## config.mk

```make
export PLATFORM = sky130hd
export DESIGN_NAME = rtfc_core
export DESIGN_NICKNAME = d
export VERILOG_FILES = /design/src/rtfc_pkg.sv /design/src/rtfc_core.sv /design/src/rtfc_sync.sv /design/src/rtfc_tbdiv.sv
export VERILOG_INCLUDE_DIRS = /design/src
export SDC_FILE = /design/constraint.sdc
export NUM_CORES = 1
export LEC_CHECK = 0
export BUFFER_PORTS_ARGS = -buffer_cell sky130_fd_sc_hd__buf_4
export CAP_MARGIN = 20
export CORE_MARGIN = 3
export CORE_UTILIZATION = 25
export CTS_CLUSTER_DIAMETER = 80
export DETAILED_ROUTE_END_ITERATION = 8
export GPL_TIMING_DRIVEN = 1
export PLACE_DENSITY = 0.36
export SKIP_CTS_REPAIR_TIMING = 1
export SYNTH_ARGS = -nofsm -noshare
export SYNTH_HDL_FRONTEND = slang
export SYNTH_SLANG_ARGS = --single-unit
```

## constraint.sdc

```tcl
create_clock -name CLK_IN -period 5.55 [get_ports CLK_IN]
set_input_delay 0.8325 -clock CLK_IN [delete_from_list [all_inputs] [get_ports CLK_IN]]
set_output_delay 0.8325 -clock CLK_IN [all_outputs]
set_load 0.03 [all_outputs]
```

## src/rtfc_cfg.svh

```systemverilog
`ifndef RTFC_CFG_SVH
`define RTFC_CFG_SVH

// register map, word addresses on the plain register port
`define RTFC_ADDR_W         4
`define RTFC_DATA_W         16
`define RTFC_ADDR_CLK       4'h0
`define RTFC_ADDR_CTL       4'h1
`define RTFC_ADDR_TRG       4'h2
`define RTFC_ADDR_INTF      4'h3
`define RTFC_ADDR_INTE      4'h4
`define RTFC_ADDR_MC_LO     4'h5
`define RTFC_ADDR_MC_HI     4'h6
`define RTFC_ADDR_TC_LO     4'h7
`define RTFC_ADDR_TC_HI     4'h8

// clock register fields
`define RTFC_CLK_DEBUG_RUN      8
`define RTFC_CLK_DIV_HI     5
`define RTFC_CLK_DIV_LO     4
`define RTFC_CLK_SRC_HI     1
`define RTFC_CLK_SRC_LO     0

// control register fields
`define RTFC_CTL_HALF       8
`define RTFC_CTL_CONT       7
`define RTFC_CTL_EXT        6
`define RTFC_CTL_MODE_HI    5
`define RTFC_CTL_MODE_LO    4
`define RTFC_CTL_EN         0

// trigger register fields
`define RTFC_TRG_REF        0
`define RTFC_TRG_SENA       1
`define RTFC_TRG_SENB       2

// flag and enable bit positions
`define RTFC_FLG_W          5
`define RTFC_FLG_REF        0
`define RTFC_FLG_SENA       1
`define RTFC_FLG_SENB       2
`define RTFC_FLG_MCOV       3
`define RTFC_FLG_TCOV       4

// oscillation mode codes
`define RTFC_MODE_DC        2'h0
`define RTFC_MODE_AC        2'h1

// counters
`define RTFC_CNT_W          24
`define RTFC_CNT_MAX        24'hffffff
`define RTFC_CNT_ZERO       24'h000000
`define RTFC_CNT_ONE        24'h000001

// reset values
`define RTFC_RST_DEBUG_RUN      1'h1
`define RTFC_RST_DIV        2'h0
`define RTFC_RST_SRC        2'h0
`define RTFC_RST_FLG        5'h00
`define RTFC_RST_DATA       16'h0000

`endif

```

## src/rtfc_pkg.sv

```systemverilog
package rtfc_pkg;

  // conversion phase; the REF and SENA codes equal their trigger bits, the SENB code 2'b11 does not
  typedef enum logic [1:0] {
    RTFC_IDLE = 2'b00,
    RTFC_REF  = 2'b01,
    RTFC_SENA = 2'b10,
    RTFC_SENB = 2'b11
  } rtfc_phase_e;

  // clock control register contents
  typedef struct packed {
    logic       debug_run;
    logic [1:0] clock_divider_select;
    logic [1:0] clock_source_select;
  } rtfc_clk_s;

  // converter control register contents
  typedef struct packed {
    logic       monitor_half_select;
    logic       continuous_osc_en;
    logic       ext_clock_mode;
    logic [1:0] osc_mode_select;
    logic       module_enable;
  } rtfc_ctl_s;

  typedef logic [4:0] rtfc_flag_t;

endpackage

```

## src/rtfc_core.sv

```systemverilog
// Chosen here: the register offsets and the strobed register port.
`timescale 1ns/100ps
`default_nettype none
`include "rtfc_cfg.svh"

module rtfc_core (
  input  wire logic                    CLK_IN,
  input  wire logic                    RST_IN,
  input  wire logic [`RTFC_ADDR_W-1:0] ADDR_IN,
  input  wire logic [`RTFC_DATA_W-1:0] WR_DATA_IN,
  input  wire logic                    WR_IN,
  input  wire logic                    RD_IN,
  input  wire logic                    DEBUG_MODE_IN,
  input  wire logic                    OSC_CLOCK_IN,
  input  wire logic                    EXT_CLOCK_INPUT_IN,
  output logic      [`RTFC_DATA_W-1:0] RD_DATA_OUT,
  output logic                         IRQ_OUT,
  output logic                         REF_OSC_EN_OUT,
  output logic                         SENA_OSC_EN_OUT,
  output logic                         SENB_OSC_EN_OUT,
  output logic                         AC_MODE_OUT,
  output logic                         OSC_MONITOR_OUT
);

  ////////////////////////////////////////////////////////////////////////////
  // declarations

  rtfc_pkg::rtfc_clk_s    clk_reg_ff;
  rtfc_pkg::rtfc_ctl_s    ctl_reg_ff;
  rtfc_pkg::rtfc_flag_t   flag_ff;
  rtfc_pkg::rtfc_flag_t   inte_ff;
  rtfc_pkg::rtfc_flag_t   flag_set;
  rtfc_pkg::rtfc_flag_t   flag_clr;
  rtfc_pkg::rtfc_phase_e  phase_ff;
  rtfc_pkg::rtfc_phase_e  nxt_phase;
  logic [`RTFC_CNT_W-1:0] meas_ff;
  logic [`RTFC_CNT_W-1:0] nxt_meas;
  logic [`RTFC_CNT_W-1:0] tb_ff;
  logic [`RTFC_CNT_W-1:0] nxt_tb;
  logic [1:0]             pin_sync;
  logic [1:0]             pin_prev_ff;
  logic                   run;
  logic                   active;
  logic                   tb_tick;
  logic                   src_rise;
  logic                   osc_rise;
  logic                   meas_wrap;
  logic                   tb_wrap;
  logic                   stop_ok;
  logic                   wr_clk;
  logic                   wr_ctl;
  logic                   wr_trg;
  logic                   wr_intf;
  logic                   wr_inte;
  logic                   ac_mode;
  logic [`RTFC_DATA_W-1:0] nxt_rd;

  ////////////////////////////////////////////////////////////////////////////
  // pins from the oscillator and the external clock input

  // both pins are asynchronous to CLK_IN, so each passes two flops first
  rtfc_sync #(
    .WIDTH    (2)
  ) u_pin_sync (
    .clk_in   (CLK_IN),
    .rst_in   (RST_IN),
    .async_in ({EXT_CLOCK_INPUT_IN, OSC_CLOCK_IN}),
    .sync_out (pin_sync)
  );

  // edge detection runs on the synchronised copies only
  always_ff @(posedge CLK_IN) begin
    if (RST_IN) begin
      pin_prev_ff <= 2'h0;
    end else begin
      pin_prev_ff <= pin_sync;
    end
  end

  // limitation: pin clocks must stay below half of CLK_IN to be counted
  assign osc_rise = pin_sync[0] && !pin_prev_ff[0];
  assign src_rise = ctl_reg_ff.ext_clock_mode ? (pin_sync[1] && !pin_prev_ff[1])
                                              : osc_rise;

  ////////////////////////////////////////////////////////////////////////////
  // operating clock supply

  // a cleared debug_run freezes counting, automatic stops and the monitor while the cpu debugs; the oscillator enables stay on
  assign run = ctl_reg_ff.module_enable &&
               !(DEBUG_MODE_IN && !clk_reg_ff.debug_run);

  assign active = (phase_ff != rtfc_pkg::RTFC_IDLE);

  // time base count enable from the selected division of CLK_IN
  rtfc_tbdiv u_tbdiv (
    .clk_in     (CLK_IN),
    .rst_in     (RST_IN),
    .run_in     (run),
    .div_sel_in (clk_reg_ff.clock_divider_select),
    .tick_out   (tb_tick)
  );

  ////////////////////////////////////////////////////////////////////////////
  // register port decode

  assign wr_clk  = WR_IN && (ADDR_IN == `RTFC_ADDR_CLK);
  assign wr_ctl  = WR_IN && (ADDR_IN == `RTFC_ADDR_CTL);
  assign wr_trg  = WR_IN && (ADDR_IN == `RTFC_ADDR_TRG);
  assign wr_intf = WR_IN && (ADDR_IN == `RTFC_ADDR_INTF);
  assign wr_inte = WR_IN && (ADDR_IN == `RTFC_ADDR_INTE);

  // only code 0x1 selects ac drive; reserved codes fall back to dc drive
  assign ac_mode = (ctl_reg_ff.osc_mode_select == `RTFC_MODE_AC);

  // clock settings only change while the converter is disabled
  always_ff @(posedge CLK_IN) begin
    if (RST_IN) begin
      clk_reg_ff.debug_run            <= `RTFC_RST_DEBUG_RUN;
      clk_reg_ff.clock_divider_select <= `RTFC_RST_DIV;
      clk_reg_ff.clock_source_select  <= `RTFC_RST_SRC;
    end else if (wr_clk && !ctl_reg_ff.module_enable) begin
      clk_reg_ff.debug_run            <= WR_DATA_IN[`RTFC_CLK_DEBUG_RUN];
      clk_reg_ff.clock_divider_select <= WR_DATA_IN[`RTFC_CLK_DIV_HI:`RTFC_CLK_DIV_LO];
      clk_reg_ff.clock_source_select  <= WR_DATA_IN[`RTFC_CLK_SRC_HI:`RTFC_CLK_SRC_LO];
    end
  end

  // control register
  always_ff @(posedge CLK_IN) begin
    if (RST_IN) begin
      ctl_reg_ff <= '0;
    end else if (wr_ctl) begin
      ctl_reg_ff.monitor_half_select <= WR_DATA_IN[`RTFC_CTL_HALF];
      ctl_reg_ff.continuous_osc_en   <= WR_DATA_IN[`RTFC_CTL_CONT];
      ctl_reg_ff.ext_clock_mode      <= WR_DATA_IN[`RTFC_CTL_EXT];
      ctl_reg_ff.osc_mode_select     <= WR_DATA_IN[`RTFC_CTL_MODE_HI:`RTFC_CTL_MODE_LO];
      ctl_reg_ff.module_enable       <= WR_DATA_IN[`RTFC_CTL_EN];
    end
  end

  // interrupt enables
  always_ff @(posedge CLK_IN) begin
    if (RST_IN) begin
      inte_ff <= `RTFC_RST_FLG;
    end else if (wr_inte) begin
      inte_ff <= WR_DATA_IN[`RTFC_FLG_W-1:0];
    end
  end

  ////////////////////////////////////////////////////////////////////////////
  // conversion sequencer and counters

  // automatic stops apply only outside continuous oscillation
  assign stop_ok   = !ctl_reg_ff.continuous_osc_en;
  assign meas_wrap = active && run && src_rise && (meas_ff == `RTFC_CNT_MAX);
  assign tb_wrap   = active && run && tb_tick && (tb_ff == `RTFC_CNT_MAX);

  // counting, automatic stops, then software writes, which win last
  always_comb begin
    nxt_phase = phase_ff;
    nxt_meas  = meas_ff;
    nxt_tb    = tb_ff;
    flag_set  = `RTFC_RST_FLG;
    if (active && run) begin
      if (src_rise) begin
        nxt_meas = meas_ff + `RTFC_CNT_ONE;
      end
      case (phase_ff)
        rtfc_pkg::RTFC_REF: begin
          if (tb_tick) begin
            nxt_tb = tb_ff + `RTFC_CNT_ONE;
          end
          if (stop_ok && meas_wrap) begin
            flag_set[`RTFC_FLG_REF] = 1'b1;
            nxt_phase = rtfc_pkg::RTFC_IDLE;
          end
          if (stop_ok && tb_wrap) begin
            flag_set[`RTFC_FLG_TCOV] = 1'b1;
            nxt_phase = rtfc_pkg::RTFC_IDLE;
          end
        end
        rtfc_pkg::RTFC_SENA,
        rtfc_pkg::RTFC_SENB: begin
          if (stop_ok && (tb_ff == `RTFC_CNT_ZERO)) begin
            if (phase_ff == rtfc_pkg::RTFC_SENA) begin
              flag_set[`RTFC_FLG_SENA] = 1'b1;
            end else begin
              flag_set[`RTFC_FLG_SENB] = 1'b1;
            end
            nxt_phase = rtfc_pkg::RTFC_IDLE;
          end else if (tb_tick) begin
            nxt_tb = tb_ff - `RTFC_CNT_ONE;
          end
          if (stop_ok && meas_wrap) begin
            flag_set[`RTFC_FLG_MCOV] = 1'b1;
            nxt_phase = rtfc_pkg::RTFC_IDLE;
          end
        end
        default: begin
          nxt_phase = rtfc_pkg::RTFC_IDLE;
        end
      endcase
    end
    // trigger writes are ignored while the converter is disabled
    if (wr_trg && ctl_reg_ff.module_enable) begin
      if (phase_ff == rtfc_pkg::RTFC_IDLE) begin
        if (WR_DATA_IN[`RTFC_TRG_REF]) begin
          nxt_phase = rtfc_pkg::RTFC_REF;
        end else if (WR_DATA_IN[`RTFC_TRG_SENA]) begin
          nxt_phase = rtfc_pkg::RTFC_SENA;
          nxt_meas  = `RTFC_CNT_ZERO;
        end else if (WR_DATA_IN[`RTFC_TRG_SENB] && !ac_mode) begin
          nxt_phase = rtfc_pkg::RTFC_SENB;
          nxt_meas  = `RTFC_CNT_ZERO;
        end
      end else if ((phase_ff == rtfc_pkg::RTFC_REF  && !WR_DATA_IN[`RTFC_TRG_REF])  ||
                   (phase_ff == rtfc_pkg::RTFC_SENA && !WR_DATA_IN[`RTFC_TRG_SENA]) ||
                   (phase_ff == rtfc_pkg::RTFC_SENB && !WR_DATA_IN[`RTFC_TRG_SENB])) begin
        // abort keeps both counters where they stopped
        nxt_phase = rtfc_pkg::RTFC_IDLE;
        nxt_meas  = meas_ff;
        nxt_tb    = tb_ff;
      end
    end
    // software presets of the counters
    if (WR_IN && (ADDR_IN == `RTFC_ADDR_MC_LO)) begin
      nxt_meas[15:0] = WR_DATA_IN;
    end
    if (WR_IN && (ADDR_IN == `RTFC_ADDR_MC_HI)) begin
      nxt_meas[23:16] = WR_DATA_IN[7:0];
    end
    if (WR_IN && (ADDR_IN == `RTFC_ADDR_TC_LO)) begin
      nxt_tb[15:0] = WR_DATA_IN;
    end
    if (WR_IN && (ADDR_IN == `RTFC_ADDR_TC_HI)) begin
      nxt_tb[23:16] = WR_DATA_IN[7:0];
    end
    // disabling the converter drops any running oscillation
    if (!ctl_reg_ff.module_enable) begin
      nxt_phase = rtfc_pkg::RTFC_IDLE;
    end
  end

  // phase register and the oscillator enables that follow it
  always_ff @(posedge CLK_IN) begin
    if (RST_IN) begin
      phase_ff        <= rtfc_pkg::RTFC_IDLE;
      REF_OSC_EN_OUT  <= 1'b0;
      SENA_OSC_EN_OUT <= 1'b0;
      SENB_OSC_EN_OUT <= 1'b0;
    end else begin
      phase_ff        <= nxt_phase;
      REF_OSC_EN_OUT  <= (nxt_phase == rtfc_pkg::RTFC_REF);
      SENA_OSC_EN_OUT <= (nxt_phase == rtfc_pkg::RTFC_SENA);
      SENB_OSC_EN_OUT <= (nxt_phase == rtfc_pkg::RTFC_SENB);
    end
  end

  // drive style follows the oscillation mode
  always_ff @(posedge CLK_IN) begin
    if (RST_IN) begin
      AC_MODE_OUT <= 1'b0;
    end else begin
      AC_MODE_OUT <= ac_mode;
    end
  end

  // counters
  always_ff @(posedge CLK_IN) begin
    if (RST_IN) begin
      meas_ff <= `RTFC_CNT_ZERO;
      tb_ff   <= `RTFC_CNT_ZERO;
    end else begin
      meas_ff <= nxt_meas;
      tb_ff   <= nxt_tb;
    end
  end

  ////////////////////////////////////////////////////////////////////////////
  // interrupt flags and request

  // write-one clears; a set in the same cycle wins over the clear
  assign flag_clr = wr_intf ? WR_DATA_IN[`RTFC_FLG_W-1:0] : `RTFC_RST_FLG;

  always_ff @(posedge CLK_IN) begin
    if (RST_IN) begin
      flag_ff <= `RTFC_RST_FLG;
    end else begin
      flag_ff <= (flag_ff & ~flag_clr) | flag_set;
    end
  end

  // registered request, one cycle behind the flags
  always_ff @(posedge CLK_IN) begin
    if (RST_IN) begin
      IRQ_OUT <= 1'b0;
    end else begin
      IRQ_OUT <= |(flag_ff & inte_ff);
    end
  end

  ////////////////////////////////////////////////////////////////////////////
  // oscillation clock monitor

  // output holds its level while frozen so the pin keeps its state
  always_ff @(posedge CLK_IN) begin
    if (RST_IN) begin
      OSC_MONITOR_OUT <= 1'b0;
    end else if (!active) begin
      OSC_MONITOR_OUT <= 1'b0;
    end else if (run) begin
      if (ctl_reg_ff.monitor_half_select) begin
        OSC_MONITOR_OUT <= OSC_MONITOR_OUT ^ osc_rise;
      end else begin
        OSC_MONITOR_OUT <= pin_sync[0];
      end
    end
  end

  ////////////////////////////////////////////////////////////////////////////
  // read data

  // counters are read live; a running value may tear between halves
  always_comb begin
    nxt_rd = `RTFC_RST_DATA;
    if (ADDR_IN == `RTFC_ADDR_CLK) begin
      nxt_rd[`RTFC_CLK_DEBUG_RUN] = clk_reg_ff.debug_run;
      nxt_rd[`RTFC_CLK_DIV_HI:`RTFC_CLK_DIV_LO] = clk_reg_ff.clock_divider_select;
      nxt_rd[`RTFC_CLK_SRC_HI:`RTFC_CLK_SRC_LO] = clk_reg_ff.clock_source_select;
    end else if (ADDR_IN == `RTFC_ADDR_CTL) begin
      nxt_rd[`RTFC_CTL_HALF] = ctl_reg_ff.monitor_half_select;
      nxt_rd[`RTFC_CTL_CONT] = ctl_reg_ff.continuous_osc_en;
      nxt_rd[`RTFC_CTL_EXT]  = ctl_reg_ff.ext_clock_mode;
      nxt_rd[`RTFC_CTL_MODE_HI:`RTFC_CTL_MODE_LO] = ctl_reg_ff.osc_mode_select;
      nxt_rd[`RTFC_CTL_EN]   = ctl_reg_ff.module_enable;
    end else if (ADDR_IN == `RTFC_ADDR_TRG) begin
      nxt_rd[`RTFC_TRG_REF]  = (phase_ff == rtfc_pkg::RTFC_REF);
      nxt_rd[`RTFC_TRG_SENA] = (phase_ff == rtfc_pkg::RTFC_SENA);
      nxt_rd[`RTFC_TRG_SENB] = (phase_ff == rtfc_pkg::RTFC_SENB);
    end else if (ADDR_IN == `RTFC_ADDR_INTF) begin
      nxt_rd[`RTFC_FLG_W-1:0] = flag_ff;
    end else if (ADDR_IN == `RTFC_ADDR_INTE) begin
      nxt_rd[`RTFC_FLG_W-1:0] = inte_ff;
    end else if (ADDR_IN == `RTFC_ADDR_MC_LO) begin
      nxt_rd = meas_ff[15:0];
    end else if (ADDR_IN == `RTFC_ADDR_MC_HI) begin
      nxt_rd[7:0] = meas_ff[23:16];
    end else if (ADDR_IN == `RTFC_ADDR_TC_LO) begin
      nxt_rd = tb_ff[15:0];
    end else if (ADDR_IN == `RTFC_ADDR_TC_HI) begin
      nxt_rd[7:0] = tb_ff[23:16];
    end
  end

  // data stand only in the cycle after the read strobe
  always_ff @(posedge CLK_IN) begin
    if (RST_IN) begin
      RD_DATA_OUT <= `RTFC_RST_DATA;
    end else if (RD_IN) begin
      RD_DATA_OUT <= nxt_rd;
    end else begin
      RD_DATA_OUT <= `RTFC_RST_DATA;
    end
  end

endmodule // rtfc_core

`default_nettype wire

```

## src/rtfc_sync.sv

```systemverilog
`timescale 1ns/100ps
`default_nettype none

// two-flop synchroniser for pin levels entering the CLK_IN domain
module rtfc_sync #(
  parameter int WIDTH = 2
) (
  input  wire logic             clk_in,
  input  wire logic             rst_in,
  input  wire logic [WIDTH-1:0] async_in,
  output logic      [WIDTH-1:0] sync_out
);

  logic [WIDTH-1:0] meta_ff;

  // first stage feeds only the second stage
  always_ff @(posedge clk_in) begin
    if (rst_in) begin
      meta_ff  <= '0;
      sync_out <= '0;
    end else begin
      meta_ff  <= async_in;
      sync_out <= meta_ff;
    end
  end

endmodule // rtfc_sync

`default_nettype wire

```

## src/rtfc_tbdiv.sv

```systemverilog
`timescale 1ns/100ps
`default_nettype none

// divider giving the time base count enable: 1/1, 1/2, 1/4 or 1/8 of the clock
module rtfc_tbdiv (
  input  wire logic       clk_in,
  input  wire logic       rst_in,
  input  wire logic       run_in,
  input  wire logic [1:0] div_sel_in,
  output logic            tick_out
);

  logic [2:0] div_cnt_ff;
  logic [2:0] mask;

  // the mask selects how many low count bits must be all ones
  always_comb begin
    case (div_sel_in)
      2'h0:    mask = 3'h0;
      2'h1:    mask = 3'h1;
      2'h2:    mask = 3'h3;
      default: mask = 3'h7;
    endcase
  end

  // divider stalls while stopped so a frozen phase does not drift
  always_ff @(posedge clk_in) begin
    if (rst_in) begin
      div_cnt_ff <= 3'h0;
      tick_out   <= 1'b0;
    end else begin
      if (run_in) begin
        div_cnt_ff <= div_cnt_ff + 3'h1;
      end
      tick_out <= run_in && ((div_cnt_ff & mask) == mask);
    end
  end

endmodule // rtfc_tbdiv

`default_nettype wire

```

==> results.ini <==
[run_status]
run_status = completed

[placed_design]
place_congestion = 0.820
portBuffers = 48
dp_hpwl_mm = 17.9

[timing]
maxSlewHeadroom = 0.346
finalMaxSlewViolations = 0
final_cycle_share = 0.614
final-setup-viol-count = 0
tns_ns = 0
finalClockSkew_ns = 0.0112
finalHoldViolCount = 0
fmax_mhz = 294
grt_setup_unrepaired = no
finalCriticalPeriod_ns = 3.41
actual_slew_at_the_worst_max_slew_pin_ns = 0.979

[global_route]
vias_in_the_first_global_route = 6053
grt_pass1_wl_mm = 37.1
antenna_violations_before_repair = 0
groute.usage.overall = 0.182
grt_max_degree = 58
globalRouteOverflowTotal = 0

[detailed_routing]
first_iter_violations = 556
drtAntennaViolNets = 0
average_via_count_per_standard_cell = 5.45
detail_route.wl_per_cell_um = 21.4
routed_wirelength_mm = 24.4
drt_pass1_iterations = 5
remaining_drc_errors = 0
route.vias.total = 6216

[clock_network]
cts_tree = built
clock_sink_count = 103
cts.path.max_buffers = 2
clk_pin_slew_ns = 0.08
numCtsBuffers = 9
cts_htree_levels = 3
ctsRootBufferMaster = sky130_fd_sc_hd__clkbuf_16
clk-insertion-delay-late_ns = 0.36

[synth]
synth.ff_latch_count = 103
fraction_of_registers_with_async_set_reset = 0
ys_dominant_reg_cell = sky130_fd_sc_hd__dfxtp_1
synth.top_cell.area_share = 0.327
syn_area_um2 = 6310
synthDistinctLibCells = 79
postSynthAreaPerCell_um2 = 7.97
multiplexer_share_of_the_synthesized_area = 0.0401
synth_seq_area_share = 0.327
synth.area.top_cells = sky130_fd_sc_hd__dfxtp_1, sky130_fd_sc_hd__nor2_1, sky130_fd_sc_hd__a21oi_1, sky130_fd_sc_hd__nand2_1, sky130_fd_sc_hd__ha_1
synthesis_warnings = 0
postSynthNetCount = 844
synth-simple-area-share = 0.250
yosys.area_share.adder = 0.0508
cell_type_contributing_the_most_total_cell_area_after_synthesis = sky130_fd_sc_hd__dfxtp_1
post_synth_inst_count = 792
main_combinational_cell_family_by_area_after_synthesis = compound AO/OA/AOI/OAI gates
synth_compound_area_frac = 0.258
synthXorXnorAreaFrac = 0.0347
number_of_flops_mapped_to_enable_cells_by_yosys = 0

[cells_and_area]
fill_cells = 2704
final_net_count = 863
drive_above_1_share = 0.115
n_antenna_cell = 0
syn_to_final_growth_pct = 14.6

[flow_run]
cap_viol_max_count = 0

[floorplan]
floorplan.die_area_um2 = 27200
fp-row-count = 57
chipHeight_um = 165
design.portCount = 49
core_area_um2 = 24500
initial_utilization = 0.257
die_width_um = 165

[setup_path]
worst-endpoint-required_ns = 5.80
critical_path.endpoint_type = flop
worst-setup-path-type = primary input to flop
crit_fanout = 30
critical_path.startpoint_type = primary input
timing.critical_path.arrival_ns = 3.66

[power]
leakage_nw = 2.77
p_per_area_nw_per_um2 = 219
vdd.ir_drop.worst_v = 0.000118
fin_total_pwr_mw = 1.58

[min_path]
hold_wc_path_type = flop to flop

-- placed cells by master (no fill, tap or decap), types with 4 or more instances in the layout --
| cell | n |
|---|---|
| sky130_fd_sc_hd__nor4_1 | 8 |
| sky130_fd_sc_hd__a31oi_1 | 11 |
| sky130_fd_sc_hd__and3_1 | 16 |
| sky130_fd_sc_hd__a21o_1 | 12 |
| sky130_fd_sc_hd__buf_4 | 53 |
| sky130_fd_sc_hd__o41ai_1 | 4 |
| sky130_fd_sc_hd__a21oi_1 | 68 |
| sky130_fd_sc_hd__nor2b_1 | 12 |
| sky130_fd_sc_hd__o21ai_0 | 40 |
| sky130_fd_sc_hd__nor2_1 | 98 |
| sky130_fd_sc_hd__nand2_1 | 81 |
| sky130_fd_sc_hd__a22oi_1 | 16 |
| sky130_fd_sc_hd__clkbuf_16 | 9 |
| sky130_fd_sc_hd__a211oi_1 | 5 |
| sky130_fd_sc_hd__a41oi_1 | 7 |
| sky130_fd_sc_hd__mux2i_1 | 17 |
| sky130_fd_sc_hd__xnor2_1 | 15 |
| sky130_fd_sc_hd__o211ai_1 | 4 |
| sky130_fd_sc_hd__a311oi_1 | 13 |
| sky130_fd_sc_hd__xor2_1 | 10 |
| sky130_fd_sc_hd__mux2_2 | 6 |
| sky130_fd_sc_hd__nand3_1 | 22 |
| sky130_fd_sc_hd__nand2b_1 | 10 |
| sky130_fd_sc_hd__nor3_1 | 17 |
| sky130_fd_sc_hd__and4_1 | 6 |
| sky130_fd_sc_hd__a32oi_1 | 9 |
| sky130_fd_sc_hd__ha_1 | 24 |
| sky130_fd_sc_hd__a222oi_1 | 10 |
| sky130_fd_sc_hd__nand4b_1 | 5 |
| sky130_fd_sc_hd__inv_1 | 14 |
| sky130_fd_sc_hd__nand4_1 | 16 |
| sky130_fd_sc_hd__and2_1 | 5 |
| sky130_fd_sc_hd__dfxtp_1 | 103 |
-- worst max-delay path, cell delays in order --
cell                        delay [ns]
sky130_fd_sc_hd__buf_4            0.22
sky130_fd_sc_hd__and2b_1          0.32
sky130_fd_sc_hd__nand4_2          0.24
sky130_fd_sc_hd__nor2_4           0.49
sky130_fd_sc_hd__nor2_1           0.10
sky130_fd_sc_hd__nand2_1          0.74
sky130_fd_sc_hd__a2111oi_0        0.20
sky130_fd_sc_hd__o311a_1          0.17
sky130_fd_sc_hd__a2111oi_0        0.35
-- flip-flops by register name, indices dropped and copies added, names as in the netlist, 2 cells and up --
name / count
pin_prev_ff: 2
u_tbdiv.div_cnt_ff: 3
ctl_reg_ff: 6
phase_ff: 2
meas_ff: 24
u_pin_sync.meta_ff: 2
flag_ff: 5
u_pin_sync.sync_out: 2
RD_DATA_OUT: 16
inte_ff: 5
clk_reg_ff: 5
tb_ff: 24
-- per-stage QoR --
| step | hold WS (ns) | worst slack, ns | utilization | cell area (um2) | std cells |
|---|---|---|---|---|---|
| final | 0.438 | 2.14 | 0.295 | 7230 | 1140 |
| after global routing | 0.463 | 1.94 | 0.295 | 7230 | 1140 |
| after CTS | 0.446 | 2.20 | 0.295 | 7230 | 1140 |
| after detailed placement | 0.427 | 1.80 | 0.282 | 6920 | 1124 |
| after global placement | 0.431 | 1.93 | 0.282 | 6920 | 1124 |
| after floorplan | 0.414 | 2.13 | - | 6310 | 792 |
-- path summary, 6_finish.rpt --
| kind | start | endpoint | slack, ns | cells after the start |
|---|---|---|---|---|
| setup / recovery | ADDR_IN[0] | tb_ff[17] | 2.14 | 9 |
| hold / removal | u_pin_sync.meta_ff[0] | u_pin_sync.sync_out[0] | 0.44 | 1 |
| setup reg to reg | phase_ff[1] | tb_ff[17] | 2.27 | 9 |
| hold reg to reg | u_pin_sync.meta_ff[0] | u_pin_sync.sync_out[0] | 0.44 | 1 |
-- cells by family after synthesis --
group / count (synthesis)
mux: 24
compound gates: 236
flops: 103
fa+ha+maj: 25
xor+xnor: 25
buf+inv: 60
simple gates: 319
-- cells in the mapped netlist, drive strengths merged (3+ instances only) --
library cell and number:
a22oi 16, a21o 12, buf 16, nand2b 10
a32oi 9, nor4 8, xor2 10, a31oi 11
nor2 100, or2 3, or3 3, mux2 7
nand4b 5, and4 6, a21oi 68, o41ai 5
xnor2 15, a311oi 13, mux2i 17, and2 5
a2111oi 3, nand3 23, dfxtp 103, and3 17
a32o 3, nand2 82, clkbuf 29, o211ai 4
o211a 3, nor2b 12, nand3b 3, inv 14
a41oi 7, o21ai 43, nand4 17, ha 24
nor3 17, a211oi 6, a222oi 10
-- final cells by class --
| cell class | count | area, um2 | area share |
|---|---|---|---|
| clock buffers | 9 | 225 | 0.0311 |
| clock inverters | 7 | 83.8 | 0.0116 |
| inverters | 15 | 56.3 | 0.00779 |
| multi-input cells | 629 | 4000 | 0.553 |
| flip-flops and latches | 103 | 2060 | 0.285 |
| well taps | 324 | 405 | 0.0561 |
| repair buffers | 53 | 398 | 0.0550 |
-- report_power, final --
group / total (mW) / switching (mW) / internal, mW
logic: 0.125 / 0.0853 / 0.0402
clock network: 0.694 / 0.334 / 0.360
registers: 0.763 / 0.0150 / 0.748
-- metal layers --
layer,up-vias,track usage,part of all wire
met4,0,0.0557,0.022
li1,3011,-,-
met3,27,0.0221,0.049
met1,3012,0.260,0.48
met5,-,0,0
met2,166,0.284,0.45
Note: power is estimated with default switching activity, not from simulation.
